$ cat src/rst_ctrl_cfg.svh
// Purpose: Named constants for the reset source controller.
// Assumes: 50 MHz system clock, register port with 4-bit word addresses.
// Notes: Offsets are word indices on the plain register port.
`ifndef RST_CTRL_CFG_SVH
`define RST_CTRL_CFG_SVH
`define ADDR_CTRL 4'h0
`define ADDR_LVL 4'h1
`define ADDR_STATUS 4'h2
`define ADDR_WDT_TIMEOUT 4'h3
`define ADDR_WDT_KICK 4'h4
`define ADDR_BUZZ 4'h5
`define ADDR_IRQ 4'h6
`define CTRL_SWRST 0
`define CTRL_SWRST_DIS 1
`define CTRL_WDT_EN 2
`define CTRL_ALV_RST 3
`define CTRL_DLV_RST 4
`define CTRL_AREG_DIS 5
`define ST_POR 0
`define ST_EXT 1
`define ST_SW 2
`define ST_WDT 3
`define ST_PREC 4
`define ST_ALV 5
`define ST_DLV 6
`define ST_AHV 7
`define POR_PULSE_NS 150
`define CLK_PERIOD_NS 20
`define POR_CYCLES (((`POR_PULSE_NS) + (`CLK_PERIOD_NS) - 1) / (`CLK_PERIOD_NS))
`define EXT_GAP_US 10
`define EXT_GAP_CYCLES ((`EXT_GAP_US) * 1000 / (`CLK_PERIOD_NS))
`define WDT_TIMEOUT_RST 16'hFFFF
`define BUZZ_RST 16'h0400
`define LVL_RST 4'h0
`define HV_LEVEL 4'hF
`endif

$ cat src/rst_ctrl_pkg.sv
// Purpose: Types for the reset source controller.
// Assumes: Included constants from rst_ctrl_cfg.svh.
// Notes: Holds the state machine type and the state record.
package rst_ctrl_pkg;
	typedef enum logic [1:0] {
		ST_HOLD,
		ST_STRETCH,
		ST_RUN
	} seq_t;

	typedef struct packed {
		logic [7:0] mon;
		logic boot_done;
		logic sleep;
		logic buzz;
	} sense_t;

	typedef struct packed {
		seq_t seq;
		logic [3:0] por_cnt;
		logic [5:0] ctrl;
		logic [3:0] alv_lvl;
		logic [3:0] dlv_lvl;
		logic [7:0] status;
		logic [2:0] irq;
		logic [15:0] wdt_timeout;
		logic [15:0] wdt_cnt;
		logic [15:0] buzz_period;
		logic [15:0] buzz_cnt;
		logic buzz_on;
		logic [31:0] rdata;
		logic rst_a;
		logic rst_b;
		logic ext_s1;
		logic ext_s2;
		logic [2:0] mon_s1;
		logic [2:0] mon_s2;
		logic wake_req;
		logic irq_out;
	} state_t;
endpackage : rst_ctrl_pkg

$ cat src/reset_source_controller.sv
// Purpose: Combines all reset sources into one device reset and keeps a cause record.
// Assumes: Analog comparators deliver trip levels; sleep state comes from the power manager.
// Notes: Reset release is synchronised through two flip-flops on i_clock.
// Functional notes
// - Supply leaving range resets device; monitors may interrupt first.
// - Device stays in reset while external reset input is low.
// - Device reset returns processor, peripherals and registers to reset state.
// - Readable status records reset causes and interrupts; cleared by power-on.
// - Power-on pulse lasts at least 150 ns, stretched while supplies ramp.
// - After boot, power-on monitor off; precise monitor supervises.
// - Precise monitor trip gives same reset as power-on monitor; here it keeps status and watchdog enable and skips the power-on sequence.
// - Digital precise monitor always on; analog regulator off disables analog part.
// - Precise monitor off in sleep except during buzz intervals.
// - Low-voltage trip levels 1.70 V to 5.45 V in 250 mV steps.
// - High-voltage monitor trips at fixed 5.75 V and raises interrupt.
// - Each low-voltage monitor can be set to reset instead of interrupt.
// - Low and high voltage monitors disabled until power-on sequence finishes.
// - Monitor interrupt during buzz wakes device before presenting interrupt.
// - Buzz interval is adjustable; software keeps it short.
// - External reset active low, pulled up, effective in sleep and hibernate.
// - Software reset bit, by processor or DMA, gives power-on style reset; here it keeps status and watchdog enable and skips the power-on sequence.
// - A control bit stops the software reset bit from resetting.
// - Watchdog resets device if not restarted before programmed timeout.
// - Power-on disables watchdog; enable bit sticks until next power-on.
//
// The plain strobed port and the placing of the registers were chosen for this implementation.
`timescale 1ns/10ps
`include "rst_ctrl_cfg.svh"

module reset_source_controller
	import rst_ctrl_pkg::*;
(
	input wire logic i_clock,
	input wire logic i_rst,
	input wire logic i_ext_reset_n,
	input wire logic i_por_trip,
	input wire logic i_prec_dig_trip,
	input wire logic i_prec_ana_trip,
	input wire logic [3:0] i_analog_supply_lvl,
	input wire logic [3:0] i_digital_supply_lvl,
	input wire logic i_analog_high_trip,
	input wire logic i_boot_done,
	input wire logic i_sleep,
	input wire logic [3:0] i_addr,
	input wire logic [31:0] i_wdata,
	input wire logic i_wr,
	input wire logic i_rd,
	output logic [31:0] o_rdata,
	output logic o_device_reset,
	output logic o_monitor_irq,
	output logic o_wake_req,
	output logic o_buzz,
	output logic o_prec_enable
);
	state_t s_r;
	state_t s_nxt;
	logic [7:0] cause;
	logic rst_any;
	logic mon_on;
	logic prec_on;
	logic alv_trip;
	logic dlv_trip;
	logic ahv_trip;

	// Trip when the supply code sits below the programmed level code.
	function automatic logic below(input logic [3:0] lvl, input logic [3:0] thr);
		below = lvl < thr;
	endfunction : below

	// Low and high monitors run only after the power-on sequence, the precise monitor only after boot; in sleep, only while buzzing.
	always_comb begin
		mon_on = (s_r.seq == ST_RUN) && (!i_sleep || s_r.buzz_on);
		prec_on = i_boot_done && (!i_sleep || s_r.buzz_on);
		alv_trip = mon_on && s_r.mon_s2[0];
		dlv_trip = mon_on && s_r.mon_s2[1];
		ahv_trip = mon_on && s_r.mon_s2[2];
	end

	// Gather every reset cause into one vector.
	always_comb begin
		cause = 8'h00;
		cause[`ST_POR] = i_por_trip && !i_boot_done;
		cause[`ST_EXT] = !s_r.ext_s2;
		cause[`ST_SW] = s_r.ctrl[`CTRL_SWRST] && !s_r.ctrl[`CTRL_SWRST_DIS];
		cause[`ST_WDT] = s_r.ctrl[`CTRL_WDT_EN] && (s_r.wdt_cnt >= s_r.wdt_timeout);
		cause[`ST_PREC] = prec_on && (i_prec_dig_trip ||
			(i_prec_ana_trip && !s_r.ctrl[`CTRL_AREG_DIS]));
		cause[`ST_ALV] = alv_trip && s_r.ctrl[`CTRL_ALV_RST];
		cause[`ST_DLV] = dlv_trip && s_r.ctrl[`CTRL_DLV_RST];
		// The power-on sequence holds the device reset until the least pulse has run out.
		rst_any = (|cause) || (s_r.seq != ST_RUN);
	end

	// Next-state logic for the whole block.
	always_comb begin
		s_nxt = s_r;
		s_nxt.ext_s1 = i_ext_reset_n;
		s_nxt.ext_s2 = s_r.ext_s1;
		s_nxt.mon_s1[0] = below(i_analog_supply_lvl, s_r.alv_lvl);
		s_nxt.mon_s1[1] = below(i_digital_supply_lvl, s_r.dlv_lvl);
		s_nxt.mon_s1[2] = i_analog_high_trip;
		s_nxt.mon_s2 = s_r.mon_s1;
		s_nxt.rdata = 32'h0000_0000;
		// Power-on sequence: hold, stretch to the least pulse, then run.
		case (s_r.seq)
			ST_HOLD: begin
				s_nxt.por_cnt = 4'h0;
				if (!i_por_trip) begin
					s_nxt.seq = ST_STRETCH;
				end
			end
			ST_STRETCH: begin
				if (i_por_trip) begin
					s_nxt.seq = ST_HOLD;
				end else if (s_r.por_cnt >= 4'(`POR_CYCLES)) begin
					s_nxt.seq = ST_RUN;
				end else begin
					s_nxt.por_cnt = s_r.por_cnt + 4'h1;
				end
			end
			default: begin
			end
		endcase
		// Buzz timer paces periodic monitor activity in sleep.
		if (!i_sleep) begin
			s_nxt.buzz_cnt = 16'h0000;
			s_nxt.buzz_on = 1'b0;
		end else if (s_r.buzz_cnt >= s_r.buzz_period) begin
			s_nxt.buzz_cnt = 16'h0000;
			s_nxt.buzz_on = 1'b1;
		end else begin
			s_nxt.buzz_cnt = s_r.buzz_cnt + 16'h0001;
			s_nxt.buzz_on = 1'b0;
		end
		// Watchdog counts while enabled.
		if (s_r.ctrl[`CTRL_WDT_EN] && s_r.wdt_cnt != 16'hFFFF) begin
			s_nxt.wdt_cnt = s_r.wdt_cnt + 16'h0001;
		end
		// Monitor interrupts are sticky; set wins over a clear below.
		s_nxt.irq[0] = s_r.irq[0] | (alv_trip && !s_r.ctrl[`CTRL_ALV_RST]);
		s_nxt.irq[1] = s_r.irq[1] | (dlv_trip && !s_r.ctrl[`CTRL_DLV_RST]);
		s_nxt.irq[2] = s_r.irq[2] | ahv_trip;
		// Register writes.
		if (i_wr) begin
			if (i_addr == `ADDR_CTRL) begin
				s_nxt.ctrl = i_wdata[5:0];
				s_nxt.ctrl[`CTRL_WDT_EN] = s_r.ctrl[`CTRL_WDT_EN] | i_wdata[`CTRL_WDT_EN];
			end else if (i_addr == `ADDR_LVL) begin
				s_nxt.alv_lvl = i_wdata[3:0];
				s_nxt.dlv_lvl = i_wdata[7:4];
			end else if (i_addr == `ADDR_STATUS) begin
				s_nxt.status = s_r.status & ~i_wdata[7:0];
			end else if (i_addr == `ADDR_WDT_TIMEOUT) begin
				s_nxt.wdt_timeout = i_wdata[15:0];
			end else if (i_addr == `ADDR_WDT_KICK) begin
				s_nxt.wdt_cnt = 16'h0000;
			end else if (i_addr == `ADDR_BUZZ) begin
				s_nxt.buzz_period = i_wdata[15:0];
			end else if (i_addr == `ADDR_IRQ) begin
				s_nxt.irq = s_r.irq & ~i_wdata[2:0];
			end
			s_nxt.irq[0] = s_nxt.irq[0] | (alv_trip && !s_r.ctrl[`CTRL_ALV_RST]);
			s_nxt.irq[1] = s_nxt.irq[1] | (dlv_trip && !s_r.ctrl[`CTRL_DLV_RST]);
			s_nxt.irq[2] = s_nxt.irq[2] | ahv_trip;
		end
		// Record causes and monitor interrupts; set wins over clear.
		s_nxt.status = s_nxt.status | cause | {ahv_trip, dlv_trip, alv_trip, 5'h00};
		// Register reads, data valid in the next cycle.
		if (i_rd) begin
			if (i_addr == `ADDR_CTRL) begin
				s_nxt.rdata = {26'h0, s_r.ctrl};
			end else if (i_addr == `ADDR_LVL) begin
				s_nxt.rdata = {24'h0, s_r.dlv_lvl, s_r.alv_lvl};
			end else if (i_addr == `ADDR_STATUS) begin
				s_nxt.rdata = {24'h0, s_r.status};
			end else if (i_addr == `ADDR_WDT_TIMEOUT) begin
				s_nxt.rdata = {16'h0, s_r.wdt_timeout};
			end else if (i_addr == `ADDR_WDT_KICK) begin
				s_nxt.rdata = {16'h0, s_r.wdt_cnt};
			end else if (i_addr == `ADDR_BUZZ) begin
				s_nxt.rdata = {16'h0, s_r.buzz_period};
			end else if (i_addr == `ADDR_IRQ) begin
				s_nxt.rdata = {29'h0, s_r.irq};
			end
		end
		// Wake first, then present the interrupt once awake.
		s_nxt.wake_req = i_sleep && (|s_nxt.irq);
		s_nxt.irq_out = !i_sleep && (|s_r.irq);
		// Release path of the device reset.
		s_nxt.rst_a = 1'b0;
		s_nxt.rst_b = s_r.rst_a;
		// Any cause resets ctrl (but the watchdog enable), levels, watchdog count and interrupts; timeout, buzz period and status keep their values.
		if (rst_any) begin
			s_nxt.ctrl = 6'h00;
			s_nxt.ctrl[`CTRL_WDT_EN] = s_r.ctrl[`CTRL_WDT_EN] && !cause[`ST_POR];
			s_nxt.alv_lvl = `LVL_RST;
			s_nxt.dlv_lvl = `LVL_RST;
			s_nxt.wdt_cnt = 16'h0000;
			s_nxt.irq = 3'h0;
			s_nxt.rst_a = 1'b1;
			s_nxt.rst_b = 1'b1;
		end
		// Power-on clears the record and the sticky watchdog enable.
		if (cause[`ST_POR]) begin
			s_nxt.status = 8'h01;
			s_nxt.seq = ST_HOLD;
		end
	end

	// State register; reset is a power-on event.
	always_ff @(posedge i_clock) begin
		if (i_rst) begin
			s_r <= '0;
			s_r.seq <= ST_HOLD;
			s_r.wdt_timeout <= `WDT_TIMEOUT_RST;
			s_r.buzz_period <= `BUZZ_RST;
			s_r.ext_s1 <= 1'b1;
			s_r.ext_s2 <= 1'b1;
			s_r.rst_a <= 1'b1;
			s_r.rst_b <= 1'b1;
			s_r.status <= 8'h01;
		end else begin
			s_r <= s_nxt;
		end
	end

	// Outputs straight from flip-flops, except o_prec_enable, decoded from the sequence state.
	always_comb begin
		o_rdata = s_r.rdata;
		o_device_reset = s_r.rst_b;
		o_monitor_irq = s_r.irq_out;
		o_wake_req = s_r.wake_req;
		o_buzz = s_r.buzz_on;
		o_prec_enable = s_r.seq == ST_RUN;
	end

	a_ext_holds_reset: assert property (@(posedge i_clock) disable iff (i_rst)
		!s_r.ext_s2 |=> o_device_reset)
		else $error("external reset low did not hold device reset");
	a_release_two_stage: assert property (@(posedge i_clock) disable iff (i_rst)
		rst_any |=> o_device_reset ##1 (o_device_reset || $past(rst_any)))
		else $error("device reset released too early");
	a_swrst_blocked: assert property (@(posedge i_clock) disable iff (i_rst)
		s_r.ctrl[`CTRL_SWRST_DIS] |-> !cause[`ST_SW])
		else $error("software reset acted while disabled");
	a_wdt_sticky: assert property (@(posedge i_clock) disable iff (i_rst)
		(s_r.ctrl[`CTRL_WDT_EN] && !cause[`ST_POR]) |=> s_r.ctrl[`CTRL_WDT_EN])
		else $error("watchdog enable cleared without power-on");
	a_wdt_expiry: assert property (@(posedge i_clock) disable iff (i_rst)
		(s_r.ctrl[`CTRL_WDT_EN] && s_r.wdt_cnt >= s_r.wdt_timeout) |=> ##1 o_device_reset)
		else $error("watchdog expiry gave no reset");
	a_mon_gated: assert property (@(posedge i_clock) disable iff (i_rst)
		(s_r.seq != ST_RUN) |-> !ahv_trip && !alv_trip && !dlv_trip)
		else $error("monitor active before power-on finished");
	a_por_stretch: assert property (@(posedge i_clock) disable iff (i_rst)
		$rose(s_r.seq == ST_RUN) |-> $past(s_r.seq == ST_STRETCH) && !i_por_trip)
		else $error("power-on pulse ended without stretch");
	a_por_holds_reset: assert property (@(posedge i_clock) disable iff (i_rst)
		(s_r.seq != ST_RUN) |=> o_device_reset)
		else $error("device reset released during power-on sequence");
	a_status_record: assert property (@(posedge i_clock) disable iff (i_rst)
		cause[`ST_EXT] |=> s_r.status[`ST_EXT])
		else $error("reset cause not recorded");
	a_irq_wake: assert property (@(posedge i_clock) disable iff (i_rst)
		(i_sleep && o_monitor_irq) |-> $past(!i_sleep))
		else $error("interrupt presented before wake");
endmodule : reset_source_controller

$ cat config.mk
export PLATFORM = sky130hd
export DESIGN_NAME = reset_source_controller
export DESIGN_NICKNAME = d
export VERILOG_FILES = /design/src/rst_ctrl_pkg.sv /design/src/reset_source_controller.sv
export VERILOG_INCLUDE_DIRS = /design/src
export SDC_FILE = /design/constraint.sdc
export NUM_CORES = 1
export LEC_CHECK = 0
export ABC_AREA = 0
export BUFFER_PORTS_ARGS = -buffer_cell sky130_fd_sc_hd__buf_2
export CAP_MARGIN = 10
export CORE_MARGIN = 4
export CORE_UTILIZATION = 55
export DETAILED_ROUTE_END_ITERATION = 10
export PLACE_DENSITY = 0.87
export SYNTH_ARGS = -nofsm -noshare
export SYNTH_HDL_FRONTEND = slang
export SYNTH_SLANG_ARGS = --single-unit
$ cat constraint.sdc
create_clock -name i_clock -period 2.1 [get_ports i_clock]
set_input_delay 0 -clock i_clock [delete_from_list [all_inputs] [get_ports i_clock]]
set_output_delay 0 -clock i_clock [all_outputs]
set_load 0.01 [all_outputs]
==> run_results.csv <==
group,metric,value,unit
power_and_ir_drop,max-vdd-ir-drop,0.000652,V
clock_tree,clock_sink_count,124,
placed_design,dp.cells,961,
yosys,synth_area_leader_cell,"sky130_fd_sc_hd__dfxtp_1",
placed_design,routabilityCongestion,0.894,
floorplan,io_pins,92,
run_status,status,"complete, no violations",
placed_design,dp_hpwl,11200,um
yosys,synth_simple_gate_area_share,24.8,%
yosys,synth-main-ff-cell,"sky130_fd_sc_hd__dfxtp_1",
power_and_ir_drop,leakagePower,3.30,nW
sta,setup-violations-final,0,
setup_path,r2r.worst_path.cells,8,
yosys,synthesis.instances,774,
setup_path,reg2reg_setup_slack,0.05,ns
global_routing,use_met2,42.1,%
setup_path,critical-path-slowest-cell,"sky130_fd_sc_hd__dfxtp_1",
yosys,synth-async-reset-ratio,0,%
final_layout,diode_count,0,
yosys,synth_seq_area_share,38.9,%
placed_design,portBuffers,59,
floorplan,die-area,0.0134,sq mm
clock_tree,cts.reportedPaths.clkPinSlew,0.06,ns
detailed_routing,via_count,6122,
setup_path,worstSetupStartpointType,"flip-flop",
clock_tree,cts_root_buffer,"sky130_fd_sc_hd__clkbuf_16",
final_layout,final_layout_size_suffix_gt1_share,19.3,%
clock_tree,number_of_buffers_inserted_during_clock_tree_synthesis,17,
yosys,synth_enable_flop_cells,0,
detailed_routing,antenna_nets_post_route,0,
floorplan,core_area,0.0114,sq mm
yosys,synth_top_family_by_area,"simple AND/OR/NAND/NOR gates",
setup_path,critPathMaxFanout,8,
clock_tree,clk_latency,0.42,ns
sta,layout_worst_path_cycle_share,97.7,%
sta,slew_worst_pin,0.572,ns
sta,hold_ws,0.00801,ns
floorplan,effective_utilization_at_floorplan,56.2,%
clock_tree,clock_tree_from_tritoncts,"done",
placed_design,pre_cts_worst_setup_slack,-0.00289,ns
floorplan,die_h,116,um
yosys,synthAdderAreaFrac,8.23,%
yosys,syn_area,0.00639,sq mm
detailed_routing,wl_per_cell,18.2,um
sta,fin_setup_tns,0,ns
yosys,synth.mux.area_fraction,2.04,%
setup_path,timing.critical_path.arrival,2.40,ns
yosys,yosysTopAreaCellShare,38.9,%
global_routing,grt_max_degree,46,
run,cap_violations,0,
clock_tree,clock_path_buffers,2,
floorplan,placementRows,39,
sta,largest_clock_skew_in_the_final_design,0.0105,ns
final_layout,instances_no_fill,1020,
setup_path,endpoint_of_the_most_critical_register_to_register_path,"s_r[86]",
global_routing,gr-usage-all-layers,26.6,%
sta,final-hold-violation-count,0,
detailed_routing,detail_route.first_pass.iterations,6,
power_and_ir_drop,power.density,749,mW/mm^2
placed_design,dpl-instance-area,0.00678,sq mm
yosys,yosysWarnings,0,
setup_path,cp_data_required_time,2.45,ns
power_and_ir_drop,power,5.87,mW
sta,final_period_minus_worst_setup_slack,2.05,ns
yosys,post_synth_main_area_contributors,"sky130_fd_sc_hd__dfxtp_1 (39%), sky130_fd_sc_hd__ha_1 (8.2%), sky130_fd_sc_hd__nand2_1 (6.4%)",
yosys,synth_compound_area_share,14.5,%
final_layout,utilization,69.0,%
yosys,synth.avg_cell_area,8.25,sq um
sta,setup_ws,0.0488,ns
global_routing,gr-max-usage-layer,"met2",
hold_path,hold_path_depth,4,
clock_tree,ctsHtreeMaxLevel,4,
final_layout,post-route-cell-area,0.00784,sq mm
final_layout,flow.area_growth_from_synthesis,22.7,%
detailed_routing,detail_route.drc_violations,0,
setup_path,worstSetupPathType,"flip-flop to flip-flop",
final_layout,final_net_count,961,
final_layout,nFillCells,801,
detailed_routing,drt-total-wl,18600,um
sta,achievable-frequency,488,MHz
hold_path,worstHoldEndpoint,"s_nxt[3]",
hold_path,hold_path_startpoint,"i_digital_supply_lvl[2]",
yosys,synth_cell_type_count,61,
global_routing,grt_pass1_vias,5697,
setup_path,max_stage_delay,0.40,ns
setup_path,r2r_start,"s_r[82]",
hold_path,min-delay-path-class,"primary input to flip-flop",
global_routing,first_pass_grt_wire_length,28100,um
setup_path,crit_path_cell_chain,"ha_4 -> a21o_1 -> a221oi_4 -> o221ai_2 -> o21ai_4 -> nand3_4 -> buf_8 -> a21oi_1",
detailed_routing,via_per_inst,6.00,
sta,timing.final.max_slew_violations,0,
yosys,yosys_register_bits,124,
floorplan,fp.dieW,116,um
sta,maxSlewHeadroom,61.8,%
global_routing,number_of_antenna_violations_at_the_first_check_in_global_routing,0,
global_routing,grt_overflow_total,0,
yosys,yosys.area_share.xor_xnor,2.88,%
global_routing,grt.met3_usage,6.89,%
global_routing,grtUsageMet1,34.0,%
detailed_routing,drt_iter0_markers,757,
setup_path,timing.critical_path.to_type,"flip-flop",
cells by family after synthesis:
kind of cell	count (synthesis)
buffers and inverters	108
multiplexers	13
XOR/XNOR	21
adder cells (fa/ha/maj)	42
AO/OA/AOI/OAI	146
AND/OR/NAND/NOR	319
flip-flops	124
other	1
worst max-delay path, delay by kind of cell (launching register included):
kind	cells	cell delay, ns
AOI/OAI and AO/OA	5	0.99
adders and majority gates	1	0.23
buffers and inverters	1	0.19
DFF	1	0.40
and+or+nand+nor	1	0.15
flip-flops by register name, indices dropped and copies added, names as in the netlist:
register,flops
o_wake_req,1
s_r,100
o_monitor_irq,1
o_rdata,16
s_nxt,4
o_device_reset,1
o_buzz,1
layer usage:
metal	vias up	wire [um]
li1	2806	-
met1	2838	7220
met2	388	8790
met3	90	1750
met4	0	849
met5	-	0
placed cells by master, fill, tap and decap left out, types with 6 or more instances in the layout:
cell	n
sky130_fd_sc_hd__dfxtp_1	118
sky130_fd_sc_hd__nand2_1	109
sky130_fd_sc_hd__a21oi_1	59
sky130_fd_sc_hd__nor2_1	59
sky130_fd_sc_hd__buf_2	59
sky130_fd_sc_hd__inv_1	44
sky130_fd_sc_hd__nand3_1	40
sky130_fd_sc_hd__ha_1	38
sky130_fd_sc_hd__buf_4	32
sky130_fd_sc_hd__dlygate4sd3_1	24
sky130_fd_sc_hd__a22oi_1	19
sky130_fd_sc_hd__o21ai_0	17
sky130_fd_sc_hd__clkbuf_16	17
sky130_fd_sc_hd__conb_1	16
sky130_fd_sc_hd__nor3_1	15
sky130_fd_sc_hd__nand3b_1	15
sky130_fd_sc_hd__nor2b_1	13
sky130_fd_sc_hd__mux2i_1	13
sky130_fd_sc_hd__a21o_1	12
sky130_fd_sc_hd__xor2_1	12
sky130_fd_sc_hd__nor2_2	11
sky130_fd_sc_hd__and3_1	9
sky130_fd_sc_hd__xnor2_1	9
sky130_fd_sc_hd__nand2b_1	8
sky130_fd_sc_hd__and2_1	7
sky130_fd_sc_hd__dfxtp_2	6
how the worst max path moves through the flow:
stage / startpoint / endpoint / slack [ns] / depth (start not counted)
4_1_cts: s_r[95] / s_r[87] / 0.01 / 9
3_5_place_dp: s_r[100] / s_r[86] / -0.003 / 9
2_1_floorplan: s_r[106] / s_r[111] / 0.25 / 9
3_3_place_gp: s_r[100] / s_r[86] / 0.09 / 9
6_report: s_r[82] / s_r[86] / 0.05 / 8
5_1_grt: s_r[74] / o_buzz / -0.05 / 7
final cells by class:
cell class	count	area (sq um)	share of cell area [%]
multi-input cells	558	3580	45.6
flip-flops and latches	124	2490	31.8
repair buffers	117	802	10.2
clock buffers	21	450	5.75
well taps	143	179	2.28
inverters	46	173	2.20
clock inverters	11	168	2.14
Yosys cell counts (10+ instances only):
| cell | n |
|---|---|
| sky130_fd_sc_hd__clkbuf_1 | 14 |
| sky130_fd_sc_hd__o21ai_0 | 18 |
| sky130_fd_sc_hd__a21o_1 | 12 |
| sky130_fd_sc_hd__nand2_1 | 109 |
| sky130_fd_sc_hd__buf_4 | 35 |
| sky130_fd_sc_hd__mux2i_1 | 13 |
| sky130_fd_sc_hd__nor3_1 | 16 |
| sky130_fd_sc_hd__a22oi_1 | 19 |
| sky130_fd_sc_hd__nand3b_1 | 15 |
| sky130_fd_sc_hd__buf_2 | 10 |
| sky130_fd_sc_hd__nor2_2 | 11 |
| sky130_fd_sc_hd__nor2_1 | 60 |
| sky130_fd_sc_hd__nor2b_1 | 13 |
| sky130_fd_sc_hd__a21oi_1 | 60 |
| sky130_fd_sc_hd__inv_1 | 45 |
| sky130_fd_sc_hd__nand3_1 | 40 |
| sky130_fd_sc_hd__dfxtp_1 | 124 |
| sky130_fd_sc_hd__ha_1 | 42 |
| sky130_fd_sc_hd__xor2_1 | 12 |
report_power, final:
group	switching (mW)	leakage (nW)	total, mW	internal [mW]
Combinational	0.224	2.01	0.367	0.142
Sequential	0.0184	1.00	2.40	2.38
Clock	1.10	0.285	3.11	2.01
repair_timing:
action / in CTS / in global routing
hold buffers: 24 / 0
cloned: 0 / 1
resized for setup: 3 / 30
setup buffers: 1 / 1
hold endpoints to repair: 59 / 0
setup endpoints to repair: 21 / 51
pin swaps: 1 / 11
Power figures use the tool's default switching activity.
